<file path="config.mk">
export PLATFORM = sky130hd
export DESIGN_NAME = icf_flags
export DESIGN_NICKNAME = d
export VERILOG_FILES = /design/src/rtl/icf_pkg.sv /design/src/rtl/icf_cond_det.sv /design/src/rtl/icf_flags.sv
export VERILOG_INCLUDE_DIRS = /design/src /design/src/rtl
export SDC_FILE = /design/constraint.sdc
export NUM_CORES = 1
export LEC_CHECK = 0
export BUFFER_PORTS_ARGS = -buffer_cell sky130_fd_sc_hd__buf_2
export CELL_PAD_IN_SITES_DETAIL_PLACEMENT = 1
export CELL_PAD_IN_SITES_GLOBAL_PLACEMENT = 2
export CORE_MARGIN = 3
export CORE_UTILIZATION = 25
export DETAILED_ROUTE_END_ITERATION = 7
export GPL_TIMING_DRIVEN = 0
export HOLD_SLACK_MARGIN = 0.1
export PLACE_DENSITY_LB_ADDON = 0.1
export SYNTH_ARGS = -nofsm -noshare
export SYNTH_HDL_FRONTEND = slang
export SYNTH_SLANG_ARGS = --single-unit
</file>
<file path="constraint.sdc">
create_clock -name clk_i -period 4.29 [get_ports clk_i]
set_input_delay 0.2145 -clock clk_i [delete_from_list [all_inputs] [get_ports clk_i]]
set_output_delay 0.2145 -clock clk_i [all_outputs]
set_load 0.01 [all_outputs]
</file>
<file path="src/rtl/icf_map.svh">
// Purpose: register indices, bit positions and reset values of the
//          bus flag block
// Assumes: included by its bare name wherever these constants are used
// Notes:   a register index times four is its wishbone byte address
`ifndef ICF_MAP_SVH
`define ICF_MAP_SVH

// register indices (word address = index)
`define ICF_IDX_FLAG     16'hFFAB
`define ICF_IDX_CTRL     16'hFFAC
`define ICF_IDX_IRQ_STAT 16'hFFAD
`define ICF_IDX_IRQ_MASK 16'hFFAE

// flag register fields
`define ICF_FLAG_FAIL    7
`define ICF_FLAG_BUSY    6
`define ICF_FLAG_INITIAL_START_ENABLE_BIT   1
`define ICF_FLAG_RSV     0
`define ICF_FLAG_RST     8'h00

// control register fields
`define ICF_CTRL_EN      7
`define ICF_CTRL_STR     1
`define ICF_CTRL_RST     8'h00

// interrupt status and mask fields
`define ICF_IRQ_START    0
`define ICF_IRQ_STOP     1
`define ICF_IRQ_FAIL     2
`define ICF_IRQ_GEN      3
`define ICF_IRQ_RST      4'h0

`endif

</file>
<file path="src/rtl/icf_pkg.sv">
// Purpose: types shared by the bus flag block
// Assumes: nothing
// Notes:   constants live in icf_map.svh
package icf_pkg;

   // conditions seen on the bus, one-cycle pulses
   typedef struct packed {
      logic start;
      logic stop;
   } icf_cond_t;

   // state of the condition detector
   typedef struct packed {
      logic      scl_m;
      logic      sda_m;
      logic      scl_s;
      logic      sda_s;
      logic      scl_p;
      logic      sda_p;
      icf_cond_t cond;
   } icf_det_state_t;

   // state of the flag block
   typedef struct packed {
      logic        ack;
      logic [31:0] rdata;
      logic        fail;
      logic        busy;
      logic        initial_start_enable_bit;
      logic        rsv;
      logic        en;
      logic        str;
      logic        en_p;
      logic        gen;
      logic [3:0]  irq_stat;
      logic [3:0]  irq_mask;
      logic        irq;
   } icf_state_t;

endpackage : icf_pkg

</file>
<file path="src/rtl/icf_cond_det.sv">
// Purpose: synchronise the bus lines and find start and stop conditions
// Assumes: scl and sda come from pins, asynchronous to clk_i
// Notes:   conditions come out one cycle after the synchronised edge
`timescale 1ns/1ps
`include "icf_map.svh"

module icf_cond_det (
   // clock and reset
   input  wire logic              clk_i,
   input  wire logic              rst_i,
   // bus lines
   input  wire logic              scl_i,
   input  wire logic              sda_i,
   // detected conditions
   output icf_pkg::icf_cond_t     cond_o
);

   icf_pkg::icf_det_state_t st;
   icf_pkg::icf_det_state_t next_st;

   // three flops per line; only the second stage and later are looked at
   always_comb begin
      next_st            = st;
      next_st.scl_m      = scl_i;
      next_st.sda_m      = sda_i;
      next_st.scl_s      = st.scl_m;
      next_st.sda_s      = st.sda_m;
      next_st.scl_p      = st.scl_s;
      next_st.sda_p      = st.sda_s;
      // sda falling while scl stays high is a start, rising is a stop
      next_st.cond.start = st.scl_s & st.scl_p & st.sda_p & ~st.sda_s;
      next_st.cond.stop  = st.scl_s & st.scl_p & ~st.sda_p & st.sda_s;
   end

   // idle bus is high on both lines, so reset to that to avoid a
   // false condition right after reset
   always_ff @(posedge clk_i) begin
      if (rst_i) begin
         st <= '{scl_m: 1'b1, sda_m: 1'b1, scl_s: 1'b1, sda_s: 1'b1,
                 scl_p: 1'b1, sda_p: 1'b1, cond: '0};
      end else begin
         st <= next_st;
      end
   end

   assign cond_o = st.cond;

endmodule : icf_cond_det

</file>
<file path="src/rtl/icf_flags.sv">
// Purpose: bus status and start flag logic of a two-wire bus controller
// Assumes: classic wishbone slave, 32-bit data, registers in lane 0
// Notes:   the start itself is made by the controller on start_gen_o;
//          this block decides when it may be made and keeps the flags
`timescale 1ns/1ps
`include "icf_map.svh"

module icf_flags #(
   parameter int ADR_W = 18
) (
   // clock and reset
   input  wire logic              clk_i,
   input  wire logic              rst_i,
   // wishbone slave
   input  wire logic              cyc_i,
   input  wire logic              stb_i,
   input  wire logic              we_i,
   input  wire logic [ADR_W-1:0]  adr_i,
   input  wire logic [3:0]        sel_i,
   input  wire logic [31:0]       dat_i,
   output logic      [31:0]       dat_o,
   output logic                   ack_o,
   // bus lines, observed only
   input  wire logic              scl_i,
   input  wire logic              sda_i,
   // controller side
   output logic                   start_gen_o,
   output logic                   busy_o,
   output logic                   enable_o,
   // interrupt
   output logic                   irq_o
);

   icf_pkg::icf_state_t st;
   icf_pkg::icf_state_t next_st;
   icf_pkg::icf_cond_t  cond;

   logic [15:0] idx;
   logic        req;
   logic        wr;
   logic        hit_flag;
   logic        hit_ctrl;
   logic        hit_stat;
   logic        hit_mask;
   logic [7:0]  wbyte;
   logic [3:0]  ev;
   logic [31:0] rd;
   logic        busy_now;

   // bus lines pass a two-flop synchroniser inside the detector
   icf_cond_det u_det (
      .clk_i  (clk_i),
      .rst_i  (rst_i),
      .scl_i  (scl_i),
      .sda_i  (sda_i),
      .cond_o (cond)
   );

   // address decode; the request is taken once, in the cycle before ack
   always_comb begin
      idx      = 16'(adr_i[ADR_W-1:2]);
      req      = cyc_i & stb_i & ~st.ack;
      wr       = req & we_i & sel_i[0];
      wbyte    = dat_i[7:0];
      hit_flag = (idx == `ICF_IDX_FLAG);
      hit_ctrl = (idx == `ICF_IDX_CTRL);
      hit_stat = (idx == `ICF_IDX_IRQ_STAT);
      hit_mask = (idx == `ICF_IDX_IRQ_MASK);
      // the enabling cycle counts as busy when the initial-start bit is 0
      busy_now = st.busy | (st.en & ~st.en_p & ~st.initial_start_enable_bit);
   end

   // read mux; unmapped words and unused bits read as zero
   always_comb begin
      rd = 32'h0000_0000;
      if (hit_flag) begin
         rd[`ICF_FLAG_FAIL]  = st.fail;
         rd[`ICF_FLAG_BUSY]  = st.busy;
         rd[`ICF_FLAG_INITIAL_START_ENABLE_BIT] = st.initial_start_enable_bit;
         rd[`ICF_FLAG_RSV]   = st.rsv;
      end else if (hit_ctrl) begin
         rd[`ICF_CTRL_EN]  = st.en;
         rd[`ICF_CTRL_STR] = st.str;
      end else if (hit_stat) begin
         rd[3:0] = st.irq_stat;
      end else if (hit_mask) begin
         rd[3:0] = st.irq_mask;
      end
   end

   // next state of the whole block
   always_comb begin
      next_st     = st;
      ev          = 4'h0;
      next_st.gen = 1'b0;

      // wishbone: ack one cycle after the request, dropped the next
      next_st.ack = req;
      if (req) begin
         next_st.rdata = rd;
      end

      // remember the enable so its rising edge can be seen
      next_st.en_p = st.en;

      // start request: a free bus lets the start go out at once; a
      // busy bus either keeps it reserved or fails it; a request written
      // together with the enable must not slip out before busy is set
      if (st.en && st.str) begin
         if (!busy_now) begin
            next_st.gen  = 1'b1;
            next_st.str  = 1'b0;
            next_st.busy = 1'b1;
            ev[`ICF_IRQ_GEN] = 1'b1;
         end else if (st.rsv) begin
            next_st.fail = 1'b1;
            next_st.str  = 1'b0;
            ev[`ICF_IRQ_FAIL] = 1'b1;
         end
      end

      // bus conditions seen on the lines
      if (cond.stop) begin
         next_st.busy = 1'b0;
         ev[`ICF_IRQ_STOP] = 1'b1;
      end
      if (cond.start) begin
         next_st.busy  = 1'b1;
         next_st.initial_start_enable_bit = 1'b0;
         ev[`ICF_IRQ_START] = 1'b1;
      end

      // enabling with the initial-start bit at 0 assumes a busy bus,
      // so no start goes out before a stop has been seen
      if (st.en && !st.en_p && !st.initial_start_enable_bit) begin
         next_st.busy = 1'b1;
      end

      // software writes; the start-failure flag clears only when no
      // new failure is being raised in the same cycle
      if (wr && hit_flag) begin
         next_st.initial_start_enable_bit = wbyte[`ICF_FLAG_INITIAL_START_ENABLE_BIT];
         next_st.rsv   = wbyte[`ICF_FLAG_RSV];
      end
      if (wr && hit_ctrl) begin
         next_st.en  = wbyte[`ICF_CTRL_EN];
         next_st.str = wbyte[`ICF_CTRL_STR];
         if (wbyte[`ICF_CTRL_STR] && !ev[`ICF_IRQ_FAIL]) begin
            next_st.fail = 1'b0;
         end
      end
      if (wr && hit_mask) begin
         next_st.irq_mask = wbyte[3:0];
      end

      // stopped operation: bus status and failure flag held at zero,
      // a pending request is dropped
      if (!st.en) begin
         next_st.busy = 1'b0;
         next_st.fail = 1'b0;
         if (!(wr && hit_ctrl && wbyte[`ICF_CTRL_EN])) begin
            next_st.str = 1'b0;
         end
      end

      // sticky status: a new event wins over a write-one-to-clear
      if (wr && hit_stat) begin
         next_st.irq_stat = st.irq_stat & ~wbyte[3:0];
      end
      next_st.irq_stat = next_st.irq_stat | ev;
      next_st.irq      = |(next_st.irq_stat & next_st.irq_mask);
   end

   // one register for all state; synchronous reset
   always_ff @(posedge clk_i) begin
      if (rst_i) begin
         st          <= '0;
         st.irq_stat <= `ICF_IRQ_RST;
         st.irq_mask <= `ICF_IRQ_RST;
      end else begin
         st <= next_st;
      end
   end

   // outputs, all from flops
   assign dat_o       = st.rdata;
   assign ack_o       = st.ack;
   assign start_gen_o = st.gen;
   assign busy_o      = st.busy;
   assign enable_o    = st.en;
   assign irq_o       = st.irq;

endmodule : icf_flags

</file>
==> results.yml, run 1 <==
layout:
  final_nets: 318
  layout_common_cells: "buf_2, buf_4, dfxtp_1"
  drive_above_1_share_pct: 34.5
  layoutNonFillerInstCount: 333
  syn2layout_area_growth_pct: 30.2
  final_common_cell: "buf_2"
  n_antenna_cell: 0
floorplan:
  design.core.area_mm2: 0.00613
  io_pins: 98
  rows: 28
  die_h_um: 87
  die_w_um: 87
  die-area_mm2: 0.00757
  start_util_pct: 26.8
cts:
  worstSkewPairLatency_ps: 290
  post_cts_resize_count: 0
  clk_path_buf_depth: 2
  htreeDepth: 2
  cts_tree: "done"
  cts_sinks: 32
  cts-root-buf: "clkbuf_8"
  cts_buffers: 5
  cts.clk_slew.worst_paths_ps: 70
critical_path:
  path_class: "flop to flop"
  worstSetupEndpointType: "flop"
  required_ps: 4500
  critPathLaunchType: "flop"
  cp_max_fo: 8
  crit_arrival_ps: 2080
logic_synthesis:
  synth_xor_area_share_pct: 0
  yosysSeqAreaShare_pct: 39.1
  ys.flop_type: "dfxtp_1"
  synth_mux_area_share_pct: 2.52
  synth_compound_area_share_pct: 15.5
  async_flop_share_pct: 0
  synthCells: 184
  ys_warn_count: 0
  synth_simple_gate_area_share_pct: 25.8
  yosys_register_bits: 32
  synth_top_family_by_area: "simple AND/OR/NAND/NOR gates"
  postSynthAreaPerCell_um2: 8.91
  syn_area_mm2: 0.00164
  ys_types: 40
  synth_edf_count: 0
  yosys.area_share.adder_pct: 0
place:
  hpwlAfterDp_um: 3540
  port_buffers: 39
  place.gp.congestion: 0.730
  placed_cells: 323
timing:
  worst_pin_slew_ps: 615
  period_share_pct: 43.5
  fin_skew_ps: 5.54
  relSlewSlack_pct: 58.7
  drv_slew: 0
  max_freq_ghz: 0.535
  tns_ps: 0
  grt_setup_unrepaired: "no"
  hold_viol_final: 0
  setup_violations: 0
  fin_crit_ps: 1870
power_and_ir_drop:
  powerDensity_mw_per_mm2: 286
  cellLeakagePower_uw: 0.000976
  ir_drop_mv: 0.149
drt:
  routed_wl_um: 4380
  via_count: 1443
  drtIter0Drc: 25
  drtAntennaViolNets: 0
  wl_per_cell_um: 13.1
  first_pass_iters: 4
  drt-vias-per-instance: 4.33
  drcViolationCount: 0
run:
  maxCapViolCount: 0
outcome:
  outcome: "finished clean"
grt:
  grt-ovfl-total: 0
  track_usage_pct: 12.5
  grt_max_degree: 13
  grt_pass1_wl_um: 7240
  antenna_found_initial: 0
  grt_pass1_vias: 1498
hold_path:
  hp-class: "input port to flop"
## routing by layer
layer | vias to the layer above | wire length [um] | track usage, %
met4 | 0 | 106 | 5.52
met1 | 651 | 1960 | 15.4
met5 | - | 0 | 0
met3 | 10 | 263 | 3.22
met2 | 39 | 2050 | 20.3
li1 | 743 | - | -
## cells by family after synthesis
family                 Yosys count
AND/OR/NAND/NOR                 70
buffers and inverters           41
AO/OA/AOI/OAI                   36
flip-flops                      32
multiplexers                     4
other                            1
## final timing paths
| check | end | slack (ps) | startpoint | cells after the start |
|---|---|---|---|---|
| worst min-delay path | st[10] | 170 | rst_i | 2 |
| worst max register to register | irq_o | 2420 | ack_o | 6 |
| worst max-delay path | irq_o | 2420 | ack_o | 6 |
| worst min register to register | u_det.next_st[3] | 410 | u_det.next_st[5] | 1 |
## cell usage after synthesis, types with 2 or more instances
library cell	instances	share of area, %
a21boi_0	4	1.8
a21oi_1	9	2.7
a22o_1	2	1.1
a22oi_1	3	1.4
a41oi_1	3	1.6
and2_1	6	2.3
and3_1	3	1.1
and3b_1	2	1.1
and4_1	2	1.1
buf_4	33	15
clkbuf_1	3	0.69
dfxtp_1	32	39
inv_1	5	1.1
mux2i_1	3	1.8
nand2_1	8	1.8
nand2b_1	2	0.76
nand3_1	9	2.7
nand3b_1	2	0.92
nand4_1	5	1.9
nor2_1	8	1.8
nor2b_1	7	2.7
nor3b_1	2	0.92
o21a_1	4	1.8
o21ai_0	4	1.2
or2_2	6	2.3
or3_1	3	1.1
## where the power goes
group / switching [uW] / internal [uW] / leakage (uW)
combinational: 34.7 / 33.4 / 0.000676
clock: 127 / 115 / 0.0000404
sequential: 1.52 / 300 / 0.000259
## sequential cells by signal (all words and copies together) (netlist names)
signal	cells
ack_o	1
busy_o	1
dat_o	6
enable_o	1
irq_o	1
st	13
start_gen_o	1
u_det.cond_o	2
u_det.next_st	4
u_det.st	2
## per-stage QoR
| step | area [um^2] | util, % | total power, uW | hold WS, ps | worst slack, ps |
|---|---|---|---|---|---|
| final | 2140 | 34.8 | 611 | 170 | 2420 |
| after global routing | 2140 | 34.8 | 646 | 184 | 2260 |
| after CTS | 2140 | 34.8 | 623 | 158 | 2390 |
| after detailed placement | 2020 | 33.0 | 375 | 398 | 2260 |
| after global placement | 2020 | 33.0 | 374 | 391 | 2270 |
| after floorplan | 1730 | - | 353 | 306 | 2700 |
## critical path: stages, from the launching register on
cell,delay [ps]
dfxtp_1,310
and3b_1,200
clkbuf_1,260
and3_1,340
nand3_1,140
a221o_1,360
a41oi_1,160
## repair_timing
action | 4_1_cts | 5_1_grt
hold buffers | 2 | 0
setup buffers | 0 | 0
hold endpoints to repair | 2 | 0
## final cells by class
cell class / instances / area [um^2]
tap: 75 / 93.8
clock inverter: 3 / 23.8
buffer: 36 / 259
timing repair buffer: 41 / 215
fill: 748 / 4000
multi-input combinational: 136 / 816
sequential: 32 / 641
clock buffer: 5 / 68.8
inverter: 5 / 18.8
Note: power is estimated with default switching activity, not from simulation.
==> run 2, diff against run 1 <==
--- a/config.mk
+++ b/config.mk
@@ -10,7 +10,7 @@
 export CELL_PAD_IN_SITES_DETAIL_PLACEMENT = 1
 export CELL_PAD_IN_SITES_GLOBAL_PLACEMENT = 2
 export CORE_MARGIN = 3
-export CORE_UTILIZATION = 25
+export CORE_UTILIZATION = 23
 export DETAILED_ROUTE_END_ITERATION = 7
 export GPL_TIMING_DRIVEN = 0
 export HOLD_SLACK_MARGIN = 0.1
==> constraint.sdc (replaced) <==
create_clock -name clk_i -period 1.85 [get_ports clk_i]
set_input_delay 0.0925 -clock clk_i [delete_from_list [all_inputs] [get_ports clk_i]]
set_output_delay 0.0925 -clock clk_i [all_outputs]
set_load 0.01 [all_outputs]
==> run 2 against run 1 <==
  * Final cell count rose by 7.5%
  * Sequential power rose by 130%
  * Hold slack got worse by 62 ps
  * Global-route usage fell by 0.95 points
==> results.yml, run 2 (synthesized netlist as in run 1, its figures left out) <==
power_and_ir_drop:
  cellLeakagePower_uw: 0.00101
  powerDensity_mw_per_mm2: 689
  ir_drop_mv: 0.315
critical_path:
  cp_max_fo: 8
  worstSetupEndpointType: "flop"
  required_ps: 2060
  path_class: "flop to flop"
  path_cells: "and3b_1 > and3_2 > nand3_1 > a221o_1 > a41oi_1"
  ff2ff_path_depth: 5
  regToRegStartpoint: "ack_o"
  reg2reg_slack_ps: 110
  critPathLaunchType: "flop"
  crit_path_top_delay_cell: "and3b_1"
  critPathMaxStageDelay_ps: 390
  r2r-end: "irq_o"
  crit_arrival_ps: 1940
layout:
  fillers: 850
  final_area_mm2: 0.00222
  final_common_cell: "buf_2"
  syn2layout_area_growth_pct: 35.6
  drive_above_1_share_pct: 34.0
  layout_common_cells: "buf_2, buf_4, dfxtp_1"
  multi_input_area_um2: 817
  largest_reg_flops: 13
  layoutNonFillerInstCount: 358
  ff_latch_area_um2: 641
  n_antenna_cell: 0
  final_nets: 322
  top_register: "st"
hold_path:
  hp-class: "input port to flop"
  hold_path_end: "st[14]"
  holdPathStages: 3
  worstHoldStart: "dat_i[1]"
timing:
  tns_ps: 0
  fin_ws_ps: 112
  max_freq_ghz: 0.575
  fin_skew_ps: 4.12
  period_share_pct: 93.9
  holdWs_ps: 108
  setup_violations: 0
  fin_crit_ps: 1740
  grt_setup_unrepaired: "no"
  hold_viol_final: 0
  relSlewSlack_pct: 62.2
  worst_pin_slew_ps: 563
  drv_slew: 0
cts:
  cts_sinks: 32
  cts_setup_buffers: 0
  cts-root-buf: "clkbuf_8"
  cts_buffers: 5
  htreeDepth: 2
  clk_path_buf_depth: 2
  worstSkewPairLatency_ps: 280
  cts.clk_slew.worst_paths_ps: 70
  cts_tree: "done"
place:
  place.gp.congestion: 0.703
  dp_slack_ps: -96.4
  port_buffers: 39
  place_area_mm2: 0.00205
  hpwlAfterDp_um: 3590
  placed_cells: 344
grt:
  top_usage_layer: "met2"
  grt_max_degree: 11
  grt_pass1_vias: 1453
  met3_usage_pct: 3.83
  grt-ovfl-total: 0
  antenna_found_initial: 0
  met1_usage_pct: 14.7
  grt_pass1_wl_um: 7460
  track_usage_pct: 11.5
  grt_util_met2_pct: 18.5
drt:
  drt-vias-per-instance: 4.08
  routed_wl_um: 4540
  wl_per_cell_um: 12.7
  drcViolationCount: 0
  drtIter0Drc: 64
  via_count: 1462
  first_pass_iters: 4
  drtAntennaViolNets: 0
run:
  maxCapViolCount: 0
floorplan:
  die_h_um: 90.5
  start_util_pct: 23.9
  die-area_mm2: 0.00818
  die_w_um: 90.5
  io_pins: 98
  design.core.area_mm2: 0.00687
  rows: 30
outcome:
  outcome: "finished clean"
run 2: cell count changes in the layout (fill, tap and decap cells not counted):
cell,previous run,this run
bufinv_16,0,1
and3_2,0,1
and3_1,3,2
clkinv_4,1,0
clkinvlp_4,2,0
clkinv_2,0,1
dlygate4sd3_1,2,7
run 2: worst max-delay path by stage:
stage / end / slack, ps / start
6_report: irq_o / 110 / ack_o
5_1_grt: irq_o / 20 / ack_o
4_1_cts: irq_o / 110 / ack_o
3_5_place_dp: irq_o / -100 / adr_i[8]
3_3_place_gp: irq_o / -50 / adr_i[8]
2_1_floorplan: irq_o / 260 / ack_o
run 2: area by class of cell:
cell class | count | share of cell area, %
plain buffers | 35 | 11.5
inverters | 5 | 0.844
well taps | 96 | 5.40
clock inverters | 2 | 1.57
multi-input cells | 136 | 36.7
clock buffers | 6 | 3.26
repair buffers | 46 | 11.9
flip-flops and latches | 32 | 28.8
run 2: what timing repair did:
item / 4_1_cts / 5_1_grt
gates resized for setup: 1 / 0
hold endpoints to repair: 6 / 0
setup endpoints to repair: 1 / 0
hold buffers: 7 / 0
run 2: power breakdown:
group,switching (uW),total [uW],internal (uW),leakage (uW)
logic,84.0,168,84.0,0.000694
clock network,265,665,400,0.0000552
registers,3.69,700,697,0.000259
run 2: routing by layer:
layer / routed length, um / vias up
li1: - / 747
met2: 2140 / 36
met4: 42 / 0
met3: 263 / 5
met1: 2090 / 674
met5: 0 / -
run 2: critical path, delay by kind of cell (launching register included):
kind               cells  cell delay (ps)
DFF                    1              320
and+or+nand+nor        3              820
AOI/OAI and AO/OA      2              530
run 2: metrics by stage:
stage          total power, uW  util (%)
2_1_floorplan              818         -
3_5_place_dp               871      29.8
3_3_place_gp               870      29.8
4_1_cts                   1560      32.4
6_report                  1530      32.4
5_1_grt                   1610      32.4
==> run 3, diff against run 2 <==
--- a/config.mk
+++ b/config.mk
@@ -9,7 +9,6 @@
 export BUFFER_PORTS_ARGS = -buffer_cell sky130_fd_sc_hd__buf_2
 export CELL_PAD_IN_SITES_DETAIL_PLACEMENT = 1
 export CELL_PAD_IN_SITES_GLOBAL_PLACEMENT = 2
-export CORE_MARGIN = 3
 export CORE_UTILIZATION = 23
 export DETAILED_ROUTE_END_ITERATION = 7
 export GPL_TIMING_DRIVEN = 0
==> run 3 against run 2 <==
  * Clock-buffer cell count down 1
  * Maximum frequency rose by 3.9%
  * Die area decreased by 8.6%
  * Combinational power is essentially flat
  * Flip-flop and latch count did not move
  * Sequential power is essentially flat
  * Setup slack gained 65 ps
  * Clock skew rose by 3.3 ps
  * Global-route usage rose by 0.34 points
  * Register-to-register slack improved by 60 ps
  * Utilization rose by 0.10 points
  * Design area fell by 0.22%
==> results.yml, run 3 (synthesized netlist as in run 1, its figures left out) <==
outcome:
  outcome: "finished clean"
cts:
  htreeDepth: 2
  cts_sinks: 32
  worstSkewPairLatency_ps: 290
  cts_buffers: 5
  cts_tree: "done"
  clk_path_buf_depth: 2
  cts_setup_buffers: 0
  cts-root-buf: "clkbuf_8"
  cts.clk_slew.worst_paths_ps: 70
layout:
  final_core_util_pct: 32.5
  n_antenna_cell: 0
  top_register: "st"
  final_common_cell: "buf_2"
  syn2layout_area_growth_pct: 35.3
  largest_reg_flops: 13
  final_nets: 323
  drive_above_1_share_pct: 34.2
  layout_common_cells: "buf_2, buf_4, dfxtp_1"
run:
  maxCapViolCount: 0
place:
  place.gp.congestion: 0.725
  hpwlAfterDp_um: 3340
  port_buffers: 39
  dp_slack_ps: -43.1
hold_path:
  worstHoldStart: "dat_i[3]"
  hp-class: "input port to flop"
timing:
  drv_slew: 0
  period_share_pct: 90.4
  hold_viol_final: 0
  fin_skew_ps: 7.45
  tns_ps: 0
  fin_crit_ps: 1670
  max_freq_ghz: 0.598
  relSlewSlack_pct: 63.5
  setup_violations: 0
  grt_setup_unrepaired: "no"
  worst_pin_slew_ps: 544
  fin_ws_ps: 177
power_and_ir_drop:
  cellLeakagePower_uw: 0.000998
  powerDensity_mw_per_mm2: 641
  ir_drop_mv: 0.383
critical_path:
  path_class: "flop to flop"
  regToRegStartpoint: "ack_o"
  cp_max_fo: 8
  startpoint: "ack_o"
  worstSetupEndpointType: "flop"
  crit_arrival_ps: 1890
  critPathLaunchType: "flop"
  required_ps: 2070
grt:
  track_usage_pct: 11.9
  grt_max_degree: 13
  grt_pass1_vias: 1328
  grt_pass1_wl_um: 6520
  antenna_found_initial: 0
  grt-ovfl-total: 0
drt:
  via_count: 1470
  wl_per_cell_um: 11.7
  drtIter0Drc: 46
  drcViolationCount: 0
  drtAntennaViolNets: 0
  first_pass_iters: 4
  drt-vias-per-instance: 4.09
  routed_wl_um: 4210
floorplan:
  die_h_um: 86.5
  io_pins: 98
  rows: 30
  die_w_um: 86.5
  start_util_pct: 24.0
  die-area_mm2: 0.00747
  design.core.area_mm2: 0.00683
[run 3: changes by cell type in the layout (fill, tap and decap cells not counted)]
cell           previous run  this run
clkbuf_1                  3         2
dlygate4sd3_1             7         8
clkinv_2                  1         0
clkinv_4                  0         1
clkinvlp_4                0         2
bufinv_16                 1         0
[run 3: path summary, 6_finish.rpt]
| path | to | slack [ps] | cells after the start |
|---|---|---|---|
| max | irq_o | 180 | 5 |
| min reg2reg | u_det.next_st[3] | 410 | 1 |
| max reg2reg | irq_o | 180 | 5 |
| min | st[8] | 160 | 3 |
[run 3: area by class of cell]
cell class,count,area (um^2)
multi-input combinational,136,817
tap,96,120
clock buffer,5,68.8
buffer,35,255
fill,844,4610
timing repair buffer,47,275
inverter,5,18.8
clock inverter,3,23.8
sequential,32,641
[run 3: per-stage QoR]
stage	cells	instance area [um^2]	hold WS [ps]	power (uW)
after CTS	360	2220	153	1450
after global placement	344	2050	275	870
after floorplan	209	1730	184	818
after detailed placement	344	2050	278	870
final	359	2220	165	1420
after global routing	359	2220	158	1500
[run 3: timing repair]
item	in CTS	in global routing
gates resized for setup	1	0
setup endpoints to repair	1	2
hold buffers	8	0
endpoints found under the hold margin	7	0
[run 3: per-layer routing]
layer | track usage, % | routed length [um] | part of all wire, %
met1 | 14.6 | 2020 | 48
met2 | 19.4 | 1940 | 46
met3 | 4.29 | 228 | 5.4
met4 | 3.64 | 24 | 0.57
met5 | 0 | 0 | 0
[run 3: worst max-delay path, cell delays in order (launching register included)]
cell	delay, ps
dfxtp_1	310
and3b_1	360
and3_2	310
nand3_1	110
a221o_1	370
a41oi_1	140
[run 3: power breakdown]
part           internal, uW  total [uW]  switching, uW  leakage [uW]
Clock                   266         555            289     0.0000404
Combinational          85.3         167           81.9      0.000698
Sequential              696         700           3.40      0.000259
Total                  1050        1420            375      0.000998
